File: src/tfm_pkg.sv
`default_nettype none
package tfm_pkg;
   // Function codes with the execute bit in bit 0
   localparam logic [5:0] FC_REWIND_OFFLINE = 6'h03;
   localparam logic [5:0] FC_REWIND = 6'h07;
   localparam logic [5:0] FC_ERASE = 6'h15;
   localparam logic [5:0] FC_SPACE_FWD = 6'h19;
   localparam logic [5:0] FC_SPACE_REV = 6'h1b;
   localparam logic [5:0] FC_CHECK_FWD = 6'h29;
   localparam logic [5:0] FC_CHECK_REV = 6'h2f;
   localparam logic [5:0] FC_READ_FWD = 6'h39;
   localparam logic [5:0] FC_READ_REV = 6'h3f;

   localparam int CLK_PERIOD_NS = 25;
   localparam int RESTART_GAP_NS = 1000;
   localparam int RESTART_CYCLES = (RESTART_GAP_NS / CLK_PERIOD_NS < 4) ? 4 : RESTART_GAP_NS / CLK_PERIOD_NS;
   // Stop, gap exit and set states take three of the cycles
   localparam logic [5:0] RESTART_WAIT = 6'(RESTART_CYCLES - 3);
   localparam logic [1:0] PRESET_SETTLE = 2'h3;
   localparam int UP_TO_SPEED_COUNT = 2;
   localparam logic [7:0] PREAMBLE_MARK = 8'hff;

   localparam int WORD_W = 18;
   localparam int CHAR_W = 6;
   localparam int CHARS_PER_WORD = 3;

   // Positions in the synchronised pin vector
   localparam int SY_USC = 0;
   localparam int SY_GAP = 1;
   localparam int SY_BOT = 2;
   localparam int SY_EOT = 3;
   localparam int SY_TMK = 4;
   localparam int SY_STB = 5;
   localparam int SY_IDB = 6;
   localparam int SY_PST = 7;
   localparam int SY_CTRL_W = 8;

   typedef enum logic [2:0] {
      S_IDLE = 3'h0, S_CHECK = 3'h1, S_SET = 3'h2, S_LOAD = 3'h3,
      S_DELAY = 3'h4, S_MOVE = 3'h5, S_STOP = 3'h6, S_GAP = 3'h7
   } tfm_state_t;
   typedef enum logic [1:0] {OP_REWIND = 2'h0, OP_SPACE = 2'h1, OP_ERASE = 2'h2, OP_READ = 2'h3} tfm_op_t;
   typedef enum logic [1:0] {AF_MOVE = 2'h0, AF_SECOND = 2'h1, AF_STOP = 2'h2} tfm_after_t;
   typedef enum logic [1:0] {RD_IDB = 2'h0, RD_PRE = 2'h1, RD_DATA = 2'h2, RD_OFF = 2'h3} tfm_rd_phase_t;
endpackage : tfm_pkg
`default_nettype wire

File: src/tfm_word_if.sv
`timescale 1ns/10ps
`default_nettype none
interface tfm_word_if #(parameter int W = 18);
   logic valid;
   logic ready;
   logic [W-1:0] data;
   modport src (output valid, output data, input ready);
   modport snk (input valid, input data, output ready);
endinterface : tfm_word_if
`default_nettype wire
File: src/tfm_motion_delay.sv
`timescale 1ns/10ps
`default_nettype none
module tfm_motion_delay #(
   parameter int W = 8
) (
   // Clock and reset
   input wire logic ref_clk_in,
   input wire logic reset_n_in,
   // Preset load and completion
   input wire logic load_in,
   input wire logic [W-1:0] preset_in,
   output logic done_out
);
   localparam logic [W-1:0] DONE_COUNT = W'(tfm_pkg::UP_TO_SPEED_COUNT);
   logic [W-1:0] count_q;
   logic busy_q;
   wire logic at_end = busy_q && (count_q == DONE_COUNT);

   always_ff @(posedge ref_clk_in or negedge reset_n_in) begin
      if (!reset_n_in) begin
         count_q <= '0;
         busy_q <= 1'b0;
         done_out <= 1'b0;
      end else if (load_in) begin
         count_q <= preset_in;
         busy_q <= 1'b1;
         done_out <= 1'b0;
      end else begin
         done_out <= at_end;
         busy_q <= busy_q && !at_end;
         if (busy_q && !at_end) begin
            count_q <= count_q + 1'b1;
         end
      end
   end
endmodule : tfm_motion_delay
`default_nettype wire

File: src/tfm_sequencer.sv
// Operation
// - Rewind code raises rewind line; offline rewind also raises write line
// - Rewind passing checks: set pulse with stop, execute bit cleared at once
// - Unit status change sets attention and drives attention line
// - Code 31 space forward, 33 space reverse, matching motion line
// - Host preloads negative record count; set pulse and delay enable follow
// - Transport drives presets on read data; they time motion delays
// - Spacing ignores characters and assembles no words
// - Each gap: count up, delay, stop, new set pulse within a microsecond
// - Space ends on count overflow, tape start, end or mark
// - Code 25 erase: forward and write lines, then set and delay enable
// - Erase delay counts up from preset, up to speed at two
// - Erase start delay, then stop delay, then stop and clear execute
// - Read and write check codes drive forward or reverse on acceptance, before run
// - Read: occupied first, then set pulse and motion delay
// - Read hunts burst and preamble during acceleration; data follows all-ones
// - Characters pack into 18-bit words handed to the host
// - Postamble: end of block, delay, stop, clear execute and occupied
// - Octal 07 rewind stays online, 03 rewind goes offline
`timescale 1ns/10ps
`default_nettype none
module tfm_sequencer #(
   parameter int FC_W = 16
) (
   // Clock and reset
   input wire logic ref_clk_in,
   input wire logic reset_n_in,
   // Host command side
   input wire logic cmd_load_in,
   input wire logic [5:0] func_code_in,
   input wire logic [2:0] unit_sel_in,
   input wire logic frame_count_load_in,
   input wire logic [FC_W-1:0] frame_count_in,
   input wire logic run_in,
   input wire logic attention_line_clear_in,
   input wire logic unit_present_in,
   input wire logic word_ready_in,
   // Host status and data
   output logic exec_busy_out,
   output logic cmd_error_out,
   output logic data_bus_occupied_out,
   output logic end_of_block_out,
   output logic attention_line_out,
   output logic [FC_W-1:0] frame_count_out,
   output logic word_valid_out,
   output logic [tfm_pkg::WORD_W-1:0] word_data_out,
   output logic data_late_out,
   // Transport pins in
   input wire logic unit_status_change_in,
   input wire logic record_gap_in,
   input wire logic bot_in,
   input wire logic eot_in,
   input wire logic tape_mark_in,
   input wire logic char_strobe_in,
   input wire logic identification_burst_in,
   input wire logic postamble_in,
   input wire logic [7:0] read_data_in,
   // Transport lines out
   output logic [2:0] unit_select_out,
   output logic rewind_line_out,
   output logic write_line_out,
   output logic forward_line_out,
   output logic reverse_line_out,
   output logic set_pulse_out,
   output logic stop_out,
   output logic motion_delay_enable_out
);
   localparam int SYW = tfm_pkg::SY_CTRL_W + 8;
   localparam int WW = tfm_pkg::WORD_W;
   localparam int CW = tfm_pkg::CHAR_W;
   localparam logic [1:0] LAST_CHAR = 2'(tfm_pkg::CHARS_PER_WORD - 1);

   wire logic [SYW-1:0] pins_raw = {read_data_in, postamble_in, identification_burst_in, char_strobe_in,
      tape_mark_in, eot_in, bot_in, record_gap_in, unit_status_change_in};
   logic [SYW-1:0] sy_lvl;
   logic [SYW-1:0] sy_rise;

   // Read data pass the same two stages; they are stable long before the strobe edge arrives
   generate
      for (genvar g = 0; g < SYW; g++) begin : g_sync
         logic s1_q, s2_q, s3_q;
         always_ff @(posedge ref_clk_in or negedge reset_n_in) begin
            if (!reset_n_in) begin
               s1_q <= 1'b0;
               s2_q <= 1'b0;
               s3_q <= 1'b0;
            end else begin
               s1_q <= pins_raw[g];
               s2_q <= s1_q;
               s3_q <= s2_q;
            end
         end
         assign sy_lvl[g] = s2_q;
         assign sy_rise[g] = s2_q && !s3_q;
      end
   endgenerate

   wire logic usc_rise = sy_rise[tfm_pkg::SY_USC];
   wire logic gap_rise = sy_rise[tfm_pkg::SY_GAP];
   wire logic stb_rise = sy_rise[tfm_pkg::SY_STB];
   wire logic pst_rise = sy_rise[tfm_pkg::SY_PST];
   wire logic idb_lvl = sy_lvl[tfm_pkg::SY_IDB];
   wire logic tape_end_lvl = sy_lvl[tfm_pkg::SY_BOT] || sy_lvl[tfm_pkg::SY_EOT] || sy_lvl[tfm_pkg::SY_TMK];
   wire logic [7:0] rd_char = sy_lvl[SYW-1 -: 8];

   tfm_pkg::tfm_state_t state_q;
   tfm_pkg::tfm_op_t op_q;
   tfm_pkg::tfm_after_t after_q;
   tfm_pkg::tfm_rd_phase_t rd_phase_q;
   logic [1:0] settle_q;
   logic [5:0] gap_q;
   logic term_q;
   logic fcs_q;
   logic [WW-1:0] asm_q;
   logic [1:0] nchar_q;
   logic dly_done;

   // Command decode
   wire logic cmd_ok = cmd_load_in && !exec_busy_out && func_code_in[0];
   wire logic is_rew_off = func_code_in == tfm_pkg::FC_REWIND_OFFLINE;
   wire logic is_rew = is_rew_off || func_code_in == tfm_pkg::FC_REWIND;
   wire logic is_sp_fwd = func_code_in == tfm_pkg::FC_SPACE_FWD;
   wire logic is_sp_rev = func_code_in == tfm_pkg::FC_SPACE_REV;
   wire logic is_erase = func_code_in == tfm_pkg::FC_ERASE;
   wire logic is_rd_fwd = func_code_in == tfm_pkg::FC_READ_FWD || func_code_in == tfm_pkg::FC_CHECK_FWD;
   wire logic is_rd_rev = func_code_in == tfm_pkg::FC_READ_REV || func_code_in == tfm_pkg::FC_CHECK_REV;
   wire logic known = is_rew || is_sp_fwd || is_sp_rev || is_erase || is_rd_fwd || is_rd_rev;
   wire logic check_fail = !unit_present_in || (op_q == tfm_pkg::OP_SPACE && !fcs_q);
   wire logic dly_load = state_q == tfm_pkg::S_LOAD && settle_q == tfm_pkg::PRESET_SETTLE;
   wire logic [FC_W-1:0] fc_next = frame_count_out + 1'b1;
   wire logic space_done = op_q != tfm_pkg::OP_SPACE || term_q || frame_count_out == '0;
   wire logic read_on = exec_busy_out && op_q == tfm_pkg::OP_READ;

   tfm_word_if #(.W(WW)) push ();
   assign push.data = asm_q;

   tfm_motion_delay #(.W(8)) u_delay (
      .ref_clk_in(ref_clk_in),
      .reset_n_in(reset_n_in),
      .load_in(dly_load),
      .preset_in(rd_char),
      .done_out(dly_done)
   );

   tfm_word_buffer #(.W(WW)) u_buffer (
      .ref_clk_in(ref_clk_in),
      .reset_n_in(reset_n_in),
      .push(push),
      .out_valid_out(word_valid_out),
      .out_data_out(word_data_out),
      .out_ready_in(word_ready_in)
   );

   always_ff @(posedge ref_clk_in or negedge reset_n_in) begin
      if (!reset_n_in) begin
         state_q <= tfm_pkg::S_IDLE;
         op_q <= tfm_pkg::OP_REWIND;
         after_q <= tfm_pkg::AF_MOVE;
         exec_busy_out <= 1'b0;
         data_bus_occupied_out <= 1'b0;
         cmd_error_out <= 1'b0;
         unit_select_out <= 3'h0;
         {rewind_line_out, write_line_out, forward_line_out, reverse_line_out} <= 4'h0;
         {set_pulse_out, stop_out, motion_delay_enable_out} <= 3'h0;
         frame_count_out <= '0;
         fcs_q <= 1'b0;
         settle_q <= 2'h0;
         gap_q <= 6'h0;
         term_q <= 1'b0;
      end else begin
         set_pulse_out <= 1'b0;
         stop_out <= 1'b0;
         cmd_error_out <= 1'b0;
         unique case (state_q)
            tfm_pkg::S_IDLE: begin
               {rewind_line_out, write_line_out, forward_line_out, reverse_line_out} <= 4'h0;
               if (frame_count_load_in) begin
                  frame_count_out <= frame_count_in;
                  fcs_q <= 1'b1;
               end
               if (cmd_ok && known) begin
                  exec_busy_out <= 1'b1;
                  unit_select_out <= unit_sel_in;
                  term_q <= 1'b0;
                  rewind_line_out <= is_rew;
                  write_line_out <= is_rew_off || is_erase;
                  forward_line_out <= is_sp_fwd || is_erase || is_rd_fwd;
                  reverse_line_out <= is_sp_rev || is_rd_rev;
                  op_q <= is_rew ? tfm_pkg::OP_REWIND : (is_erase ? tfm_pkg::OP_ERASE :
                     ((is_sp_fwd || is_sp_rev) ? tfm_pkg::OP_SPACE : tfm_pkg::OP_READ));
                  after_q <= is_erase ? tfm_pkg::AF_SECOND : tfm_pkg::AF_MOVE;
                  state_q <= tfm_pkg::S_CHECK;
               end
            end
            tfm_pkg::S_CHECK: begin
               if (check_fail) begin
                  cmd_error_out <= 1'b1;
                  exec_busy_out <= 1'b0;
                  state_q <= tfm_pkg::S_IDLE;
               end else if (op_q == tfm_pkg::OP_REWIND) begin
                  set_pulse_out <= 1'b1;
                  stop_out <= 1'b1;
                  exec_busy_out <= 1'b0;
                  state_q <= tfm_pkg::S_IDLE;
               end else if (op_q != tfm_pkg::OP_READ) begin
                  state_q <= tfm_pkg::S_SET;
               end else if (run_in) begin
                  data_bus_occupied_out <= 1'b1;
                  state_q <= tfm_pkg::S_SET;
               end
            end
            tfm_pkg::S_SET: begin
               set_pulse_out <= 1'b1;
               motion_delay_enable_out <= 1'b1;
               settle_q <= 2'h0;
               state_q <= tfm_pkg::S_LOAD;
            end
            tfm_pkg::S_LOAD: begin
               // The preset must cross the pin synchroniser before it is loaded
               settle_q <= settle_q + 2'h1;
               if (dly_load) begin
                  motion_delay_enable_out <= 1'b0;
                  state_q <= tfm_pkg::S_DELAY;
               end
            end
            tfm_pkg::S_DELAY: begin
               if (dly_done) begin
                  unique case (after_q)
                     tfm_pkg::AF_MOVE: state_q <= tfm_pkg::S_MOVE;
                     tfm_pkg::AF_SECOND: begin
                        after_q <= tfm_pkg::AF_STOP;
                        motion_delay_enable_out <= 1'b1;
                        settle_q <= 2'h0;
                        state_q <= tfm_pkg::S_LOAD;
                     end
                     tfm_pkg::AF_STOP: begin
                        stop_out <= 1'b1;
                        state_q <= tfm_pkg::S_STOP;
                     end
                     default: state_q <= tfm_pkg::S_STOP;
                  endcase
               end
            end
            tfm_pkg::S_MOVE: begin
               if (op_q == tfm_pkg::OP_SPACE && tape_end_lvl) begin
                  stop_out <= 1'b1;
                  term_q <= 1'b1;
                  state_q <= tfm_pkg::S_STOP;
               end else if ((op_q == tfm_pkg::OP_SPACE && gap_rise) || rd_phase_q == tfm_pkg::RD_OFF) begin
                  if (op_q == tfm_pkg::OP_SPACE) begin
                     frame_count_out <= fc_next;
                     fcs_q <= fc_next != '0;
                  end
                  after_q <= tfm_pkg::AF_STOP;
                  motion_delay_enable_out <= 1'b1;
                  settle_q <= 2'h0;
                  state_q <= tfm_pkg::S_LOAD;
               end
            end
            tfm_pkg::S_STOP: begin
               if (space_done) begin
                  exec_busy_out <= 1'b0;
                  data_bus_occupied_out <= 1'b0;
                  state_q <= tfm_pkg::S_IDLE;
               end else begin
                  after_q <= tfm_pkg::AF_MOVE;
                  gap_q <= 6'h0;
                  state_q <= tfm_pkg::S_GAP;
               end
            end
            tfm_pkg::S_GAP: begin
               // Short gap keeps the capstan from visibly slowing between records
               gap_q <= gap_q + 6'h1;
               if (gap_q == tfm_pkg::RESTART_WAIT) begin
                  state_q <= tfm_pkg::S_SET;
               end
            end
         endcase
      end
   end

   // Read character path; idle for every other command, so spacing delivers nothing
   always_ff @(posedge ref_clk_in or negedge reset_n_in) begin
      if (!reset_n_in) begin
         rd_phase_q <= tfm_pkg::RD_IDB;
         asm_q <= '0;
         nchar_q <= 2'h0;
         push.valid <= 1'b0;
         end_of_block_out <= 1'b0;
         data_late_out <= 1'b0;
      end else if (!read_on) begin
         rd_phase_q <= tfm_pkg::RD_IDB;
         nchar_q <= 2'h0;
         push.valid <= 1'b0;
         end_of_block_out <= 1'b0;
         data_late_out <= data_late_out && !cmd_ok;
      end else begin
         push.valid <= 1'b0;
         end_of_block_out <= 1'b0;
         unique case (rd_phase_q)
            tfm_pkg::RD_IDB: if (idb_lvl) rd_phase_q <= tfm_pkg::RD_PRE;
            tfm_pkg::RD_PRE: if (stb_rise && rd_char == tfm_pkg::PREAMBLE_MARK) rd_phase_q <= tfm_pkg::RD_DATA;
            tfm_pkg::RD_DATA: begin
               if (pst_rise) begin
                  end_of_block_out <= 1'b1;
                  rd_phase_q <= tfm_pkg::RD_OFF;
               end else if (stb_rise) begin
                  asm_q <= {asm_q[WW-CW-1:0], rd_char[CW-1:0]};
                  nchar_q <= (nchar_q == LAST_CHAR) ? 2'h0 : nchar_q + 2'h1;
                  if (nchar_q == LAST_CHAR) begin
                     push.valid <= push.ready;
                     data_late_out <= data_late_out || !push.ready;
                  end
               end
            end
            tfm_pkg::RD_OFF: rd_phase_q <= tfm_pkg::RD_OFF;
         endcase
      end
   end

   // A status change in the same cycle as a clear keeps the flag set
   always_ff @(posedge ref_clk_in or negedge reset_n_in) begin
      if (!reset_n_in) begin
         attention_line_out <= 1'b0;
      end else if (usc_rise) begin
         attention_line_out <= 1'b1;
      end else if (attention_line_clear_in) begin
         attention_line_out <= 1'b0;
      end
   end
endmodule : tfm_sequencer
`default_nettype wire

File: src/tfm_word_buffer.sv
`timescale 1ns/10ps
`default_nettype none
module tfm_word_buffer #(
   parameter int W = 18
) (
   // Clock and reset
   input wire logic ref_clk_in,
   input wire logic reset_n_in,
   // Filling side
   tfm_word_if.snk push,
   // Draining side
   output logic out_valid_out,
   output logic [W-1:0] out_data_out,
   input wire logic out_ready_in
);
   logic [W-1:0] d1_q;
   logic v1_q;
   wire logic pop = out_valid_out && out_ready_in;
   wire logic take = push.valid && !v1_q;

   // Head entry sits in the output register so the host sees a flop
   assign push.ready = !v1_q;

   always_ff @(posedge ref_clk_in or negedge reset_n_in) begin
      if (!reset_n_in) begin
         out_valid_out <= 1'b0;
         out_data_out <= '0;
         d1_q <= '0;
         v1_q <= 1'b0;
      end else if (pop) begin
         out_valid_out <= v1_q || take;
         out_data_out <= v1_q ? d1_q : push.data;
         v1_q <= v1_q && take;
         if (v1_q && take) begin
            d1_q <= push.data;
         end
      end else if (take) begin
         if (!out_valid_out) begin
            out_valid_out <= 1'b1;
            out_data_out <= push.data;
         end else begin
            v1_q <= 1'b1;
            d1_q <= push.data;
         end
      end
   end
endmodule : tfm_word_buffer
`default_nettype wire

File: config.mk
export PLATFORM = sky130hd
export DESIGN_NAME = tfm_sequencer
export DESIGN_NICKNAME = d
export VERILOG_FILES = /design/src/tfm_pkg.sv /design/src/tfm_word_if.sv /design/src/tfm_motion_delay.sv /design/src/tfm_sequencer.sv /design/src/tfm_word_buffer.sv
export SDC_FILE = /design/constraint.sdc
export NUM_CORES = 1
export LEC_CHECK = 0
export ABC_AREA = 1
export ABC_CLOCK_PERIOD_IN_PS = 2700
export BUFFER_PORTS_ARGS = -buffer_cell sky130_fd_sc_hd__buf_2
export CAP_MARGIN = 20
export CORE_MARGIN = 4
export CORE_UTILIZATION = 30
export DETAILED_ROUTE_END_ITERATION = 10
export GPL_ROUTABILITY_DRIVEN = 1
export PLACE_DENSITY_LB_ADDON = 0.12
export SKIP_LAST_GASP = 1
export SLEW_MARGIN = 20
export SYNTH_ARGS = -nofsm -noshare
export SYNTH_HDL_FRONTEND = slang
export SYNTH_SLANG_ARGS = --single-unit
File: constraint.sdc
create_clock -name ref_clk_in -period 2.7 [get_ports ref_clk_in]
set_input_delay 0.135 -clock ref_clk_in [delete_from_list [all_inputs] [get_ports ref_clk_in]]
set_output_delay 0.135 -clock ref_clk_in [all_outputs]
set_load 0.05 [all_outputs]
Word-level counts from Yosys, hierarchy flattened
Cells that the tools add are included.
{"block": "totals", "out_inout_bits": 51, "romBits": 0, "n_memories": 0, "regBits": 156, "in_bits": 49, "ram_bits": 0, "latchBits": 0}
{"block": "classes", "n_mul": 0, "div": 0, "n_addsub": 5, "n_eq_ne": 58, "shift": 0, "n_reduce_logical": 83, "mux": 115, "bitwise": 1, "order_cmp": 0}
{"operator": "2-to-1 mux 18 bit", "n": 8}
{"operator": "2-to-1 mux 16 bit", "n": 4}
{"operator": "2-to-1 mux 1 bit", "n": 53}
{"operator": "2-to-1 mux 2 bit", "n": 22}
{"operator": "inequality test 2 bit (second input constant)", "n": 20}
{"operator": "2-to-1 mux 3 bit", "n": 11}
{"operator": "one-hot mux 16 bit (2 select lines)", "n": 1}
{"operator": "== test 6 bit (second input constant)", "n": 5}
{"operator": "one-hot mux 2 bit (4 select lines)", "n": 3}
{"operator": "one-hot mux 3 bit (8 select lines)", "n": 1}
{"operator": "logical OR 1 bit", "n": 21}
{"operator": "logical AND 1 bit", "n": 19}
{"operator": "== test 6 x 5 -> 1 bit (second input constant)", "n": 3}
{"operator": "AND reduction 6 bit", "n": 3}
{"operator": "adder 16 x 1 -> 16 bit (second input constant)", "n": 1}
{"operator": "logical NOT 16 bit", "n": 1}
{"operator": "2-to-1 mux 8 bit", "n": 2}
{"operator": "nonzero test 16 bit", "n": 1}
{"operator": "inequality test 3 bit (second input constant)", "n": 5}
{"operator": "nonzero test 2 bit", "n": 7}
{"operator": "== test 2 bit (second input constant)", "n": 6}
{"operator": "== test 3 bit (second input constant)", "n": 4}
{"operator": "one-hot mux 6 bit (2 select lines)", "n": 1}
{"operator": "AND reduction 3 bit", "n": 4}
{"operator": "other kinds (27)", "n": 56}

Depth between registers and ports, before layout
{"block": "logic_depth", "depth_word": 10, "ltp_mapped": 12, "ltp_nobuf": 12}

Modules after synthesis
A second synthesis with hierarchy kept.
{"block": "unflattened", "hier_cells": 883, "hier_area_um2": 7463.4}
{"module": "tfm_sequencer", "seq_area_each_um2": 2702.6, "cells_per_inst": 569, "instances": 1, "area_each_um2": 4962.3}
{"module": "tfm_word_buffer", "seq_area_each_um2": 950.9, "cells_per_inst": 225, "instances": 1, "area_each_um2": 1830.5}
{"module": "tfm_motion_delay", "seq_area_each_um2": 250.2, "cells_per_inst": 89, "instances": 1, "area_each_um2": 670.6}

Worst setup path after synthesis
Ideal clock, no wire load.
{"block": "synth_path", "kind": "register to register", "startpoint": "register frame_count_out[1]", "endpoint": "register fcs_q", "t_required_ns": 2.587, "path_stages_with_launch": 11, "path_slack_ns": 0.798, "t_arrival_ns": 1.789, "path_cell_list": "dfrtp_1 > ha_1 > nand2_1 > nor2_2 > nand2_1 > xor2_1 > nand3_1 > nor2_1 > nand3_1 > nand2_1 > inv_1"}
{"block": "synth_between", "elab_chain_len": 6}
{"item": "start, declared", "line": "tfm_sequencer.sv:44", "source": "output logic [FC_W-1:0] frame_count_out,"}
{"item": "start signal, assigned", "line": "tfm_sequencer.sv:178", "source": "frame_count_out <= frame_count_in;"}
{"item": "start signal, assigned", "line": "tfm_sequencer.sv:251", "source": "frame_count_out <= fc_next;"}
{"item": "adder 16 x 1 -> 16 bit", "line": "tfm_sequencer.sv:130", "source": "wire logic [FC_W-1:0] fc_next = frame_count_out + 1'b1;"}
{"item": "nonzero test 16 bit", "line": "tfm_sequencer.sv:252", "source": "fcs_q <= fc_next != '0;"}
{"item": "2-to-1 mux 1 bit", "line": "tfm_sequencer.sv:250", "source": "if (op_q == tfm_pkg::OP_SPACE) begin"}
{"item": "2-to-1 mux 1 bit", "line": "tfm_sequencer.sv:249", "source": "end else if ((op_q == tfm_pkg::OP_SPACE && gap_rise) || rd_phase_q == tfm_pkg::RD_OFF) begin"}
{"item": "2-to-1 mux 1 bit", "line": "tfm_sequencer.sv:245", "source": "if (op_q == tfm_pkg::OP_SPACE && tape_end_lvl) begin"}
{"item": "one-hot mux 1 bit (2 select lines)", "line": "tfm_sequencer.sv:174", "source": "unique case (state_q)"}
{"item": "end signal, assigned", "line": "tfm_sequencer.sv:166", "source": "fcs_q <= 1'b0;"}
{"item": "end signal, assigned", "line": "tfm_sequencer.sv:179", "source": "fcs_q <= 1'b1;"}
{"item": "end signal, assigned", "line": "tfm_sequencer.sv:252"}
{"item": "end, declared", "line": "tfm_sequencer.sv:113", "source": "logic fcs_q;"}
No other way between the ends. The select of a mux whose other input is x is not followed.
A chain may end at the register's enable or synchronous reset.

Final worst setup path
{"block": "layout_path", "startpoint": "register state_q[2]", "endpoint": "register fcs_q"}
{"block": "layout_between", "elab_chain_len": 3, "word_cells_on_any_way": 9, "cone_classes": "eq/ne (5); mux (1); reduce/logical (3)"}
{"item": "start, declared", "line": "tfm_sequencer.sv:106", "source": "tfm_pkg::tfm_state_t state_q;"}
{"item": "start signal, assigned", "line": "tfm_sequencer.sv:156", "source": "state_q <= tfm_pkg::S_IDLE;"}
{"item": "start signal, assigned", "line": "tfm_sequencer.sv:192", "source": "state_q <= tfm_pkg::S_CHECK;"}
{"item": "start signal, assigned", "line": "tfm_sequencer.sv:199", "source": "state_q <= tfm_pkg::S_IDLE;"}
{"item": "== test 3 bit / logical NOT 3 bit (equally long branches)", "line": "tfm_sequencer.sv:174"}
{"item": "inequality test 2 bit (no source line) / nonzero test 2 bit (equally long branches)"}
{"item": "AND reduction 5 bit (no source line)"}
Several ways; a longest one is shown, not always the timed one.

==> impl_metrics.csv <==
group,metric,value,unit
status,outcome,"finished clean",
synth,synthAdderAreaFrac,1.24,%
synth,synth_top_family_by_area,"simple AND/OR/NAND/NOR gates",
grt,gr-usage-all-layers,13.9,%
hold_path,min-delay-path-class,"input port to flop",
synth,yosysTopAreaCell,"dfrtp_1",
finish,seq_area,3900,sq um
routing,ant_nets,0,
synth,synth.area.mux_share,1.10,%
critical_path,r2r-start,"state_q[2]",
routing,drt_iter0_drc,292,
clocking,cts_buffers,17,
routing,vias,5721,
timing,setup_viol,0,
clocking,cts_tree,"done",
timing,fin_skew,12.3,ps
synth,syn-num-nets,866,
synth,postSynthCellCount,810,
critical_path,crit_type,"flop to flop",
pwr,p_leak,4.19,nW
critical_path,crit_slowest_cell,"dfrtp_1",
synth,ys_seq_elements,156,
pwr,ir_worst_vdd,0.455,mV
clocking,ctsHtreeMaxLevel,4,
clocking,clockRootBuffer,"clkbuf_16",
floorplanning,dieArea,26000,sq um
critical_path,worstSetupEndpointType,"flop",
synth,synth_top_area_share,55.5,%
timing,hold_violations,0,
finish,postLayoutCoreUtil,38.7,%
synth,synth-compound-area-share,10.6,%
synth,avgSynthCellArea,8.69,sq um
clocking,cts_buffer_depth,2,
place,place_congestion,0.827,
clocking,clkSinkCount,156,
synth,synth_xor_area_share,0.996,%
critical_path,path_cells,"nand3_2 -> buf_4 -> nor2_1 -> nand2_1 -> nand2_2 -> nor2_4 -> nand3_1 -> nor2_1 -> nand3_1 -> nand2_1 -> inv_1",
critical_path,crit_buf_inv,2,
critical_path,crit_cells,11,
critical_path,r2r_slack,580,ps
clocking,ctsResizeCount,0,
floorplanning,die_x,161,microns
grt,antenna_found_initial,0,
synth,synthFlopType,"dfrtp_1",
hold_path,holdPathEnd,"frame_count_out[13]",
finish,num-fill-cells,2376,
critical_path,cp_data_required_time,3020,ps
grt,grt-ovfl-total,0,
synth,synthArstFlopShare,100,%
timing,worst-slew-pin-transition,793,ps
timing,min_period,2120,ps
routing,wl_per_cell,13.5,microns
synth,ys_top_cells_by_count,"190 x nand2_1, 156 x dfrtp_1, 85 x nor2_1",
grt,grt_pass1_vias,5880,
critical_path,arrival,2440,ps
synth,synth_edf_count,0,
place,dp_cells,1212,
floorplanning,io_pins,100,
timing,drv_slew,0,
routing,drcViolationCount,0,
timing,fmax,472,MHz
timing,period_share,78.4,%
critical_path,reg2reg_depth,11,
critical_path,worstReg2RegEnd,"fcs_q",
floorplanning,core_area,22800,sq um
floorplanning,num_rows,55,
hold_path,hold_depth,3,
critical_path,path_delay_family,"simple AND/OR/NAND/NOR gates",
clocking,path_clk_slew,70,ps
finish,multi_input_area,2670,sq um
hold_path,min_from,"frame_count_in[13]",
synth,ys_warn_count,0,
timing,setup_tns,0,ps
finish,layout.nets,1007,
pwr,powerDensity,953,nW/um^2
finish,area_delta_synth_final,25.7,%
critical_path,cp-start-kind,"flop",
place,port_buffers,99,
place,dp_hpwl,12100,microns
synth,yosysSeqAreaShare,55.5,%
floorplanning,start_util,30.8,%
timing,rsz0062_at_grt,"false",
finish,diodes,0,
grt,grt_max_degree,64,
critical_path,critPathMaxStageDelay,550,ps
finish,fin_cells,1277,
finish,layout-drive-gt1-share,18.9,%
routing,dr.pass1.iters,5,
timing,maxSlewHeadroom,47.0,%
critical_path,cp_max_fo,20,
routing,via_per_inst,4.48,
routing,wl,17200,microns
grt,grt_pass1_wl,29700,microns
job,maxCapViolCount,0,
synth,synth.area.top_cells,"dfrtp_1 55%, nand2_1 10%, nor2_1 4.5%, nand3_1 4.2%, inv_1 4.2%",
synth,yosysMostFrequentCell,"nand2_1",
floorplanning,die_y,161,microns
synth,synthSimpleGateAreaFrac,24.0,%
clocking,clock_latency,420,ps
synth,synth.cell_area,7040,sq um
synth,synth_cell_types,41,
registers in the layout, summed over array words and instances, names as in the netlist, 2 cells and up:
| name | cells |
|---|---|
| unit_select_out | 3 |
| op_q | 2 |
| g_sync.s1_q | 16 |
| frame_count_out | 16 |
| u_buffer.out_data_out | 18 |
| u_buffer.d1_q | 18 |
| state_q | 3 |
| u_delay.count_q | 8 |
| nchar_q | 2 |
| gap_q | 6 |
| g_sync.s3_q | 4 |
| settle_q | 2 |
| after_q | 2 |
| g_sync.s2_q | 16 |
| asm_q | 18 |
| rd_phase_q | 2 |
how the worst max path moves through the flow:
stage | startpoint | endpoint | slack (ps)
2_1_floorplan | frame_count_out[1] | fcs_q | 800
3_3_place_gp | state_q[2] | fcs_q | 640
3_5_place_dp | state_q[2] | frame_count_out[6] | 580
4_1_cts | state_q[2] | frame_count_out[6] | 570
5_1_grt | state_q[2] | fcs_q | 320
6_report | state_q[2] | fcs_q | 580
cell type report:
class | instances | area share (%)
clock buffers | 20 | 5.16
clock inverters | 12 | 1.44
inverters | 90 | 3.85
multi-input cells | 540 | 30.2
flip-flops and latches | 156 | 44.1
well taps | 313 | 4.43
repair buffers | 146 | 10.7
power breakdown:
group	total [W]	switching [W]	internal (W)
clock network	0.00237	0.00103	0.00135
logic	0.00296	0.00212	0.000841
registers	0.00310	0.000382	0.00271
total	0.00843	0.00353	0.00490
tightest hold or removal path, cell delays in order:
cell	delay [ps]
buf_2	80
o21ai_1	60
o22ai_1	120
cell usage in the layout, fill, tap and decap left out, drive strengths merged:
master / instances
a211oi: 1
a21boi: 1
a21oi: 19
a22oi: 1
a311oi: 1
a31oi: 20
buf: 113
bufinv: 1
clkbuf: 20
clkinv: 2
clkinvlp: 3
dfrtp: 156
dlygate4sd3: 33
ha: 7
inv: 96
mux2: 6
mux2i: 1
nand2: 194
nand3: 62
nand3b: 4
nand4: 14
nor2: 93
nor3: 11
nor3b: 1
nor4: 3
o211ai: 10
o21ai: 64
o21bai: 2
o22ai: 12
o31ai: 1
or2: 4
xor2: 8
through the flow:
stage / area (sq um) / hold slack (ps) / power, W / setup slack [ps]
finish: 8840 / 36.1 / 0.00843 / 582
global route: 8840 / 37.0 / 0.00904 / 315
CTS: 8840 / 19.8 / 0.00854 / 569
detailed placement: 7930 / 101 / 0.00608 / 582
global placement: 7930 / 101 / 0.00608 / 635
floorplan: 7040 / -161 / 0.00531 / 798
timing repair:
item / in CTS / in global routing
hold endpoints to repair: 74 / 0
buffers inserted: 0 / 0
hold buffers: 33 / 0
kinds of logic after synthesis:
logic type / count (synthesis)
AO/OA/AOI/OAI: 132
XOR/XNOR: 8
adder cells (fa/ha/maj): 7
buffers and inverters: 114
flip-flops: 156
multiplexers: 7
AND/OR/NAND/NOR: 386
per-layer routing:
metal | track usage (%) | up-vias | share of wire, %
met2 | 22.1 | 91 | 45
met1 | 19.6 | 2661 | 51
met5 | 0 | - | 0
met4 | 3.84 | 0 | 1.1
met3 | 2.58 | 11 | 2.9
li1 | - | 2958 | -
Power figures use the tool's default switching activity.
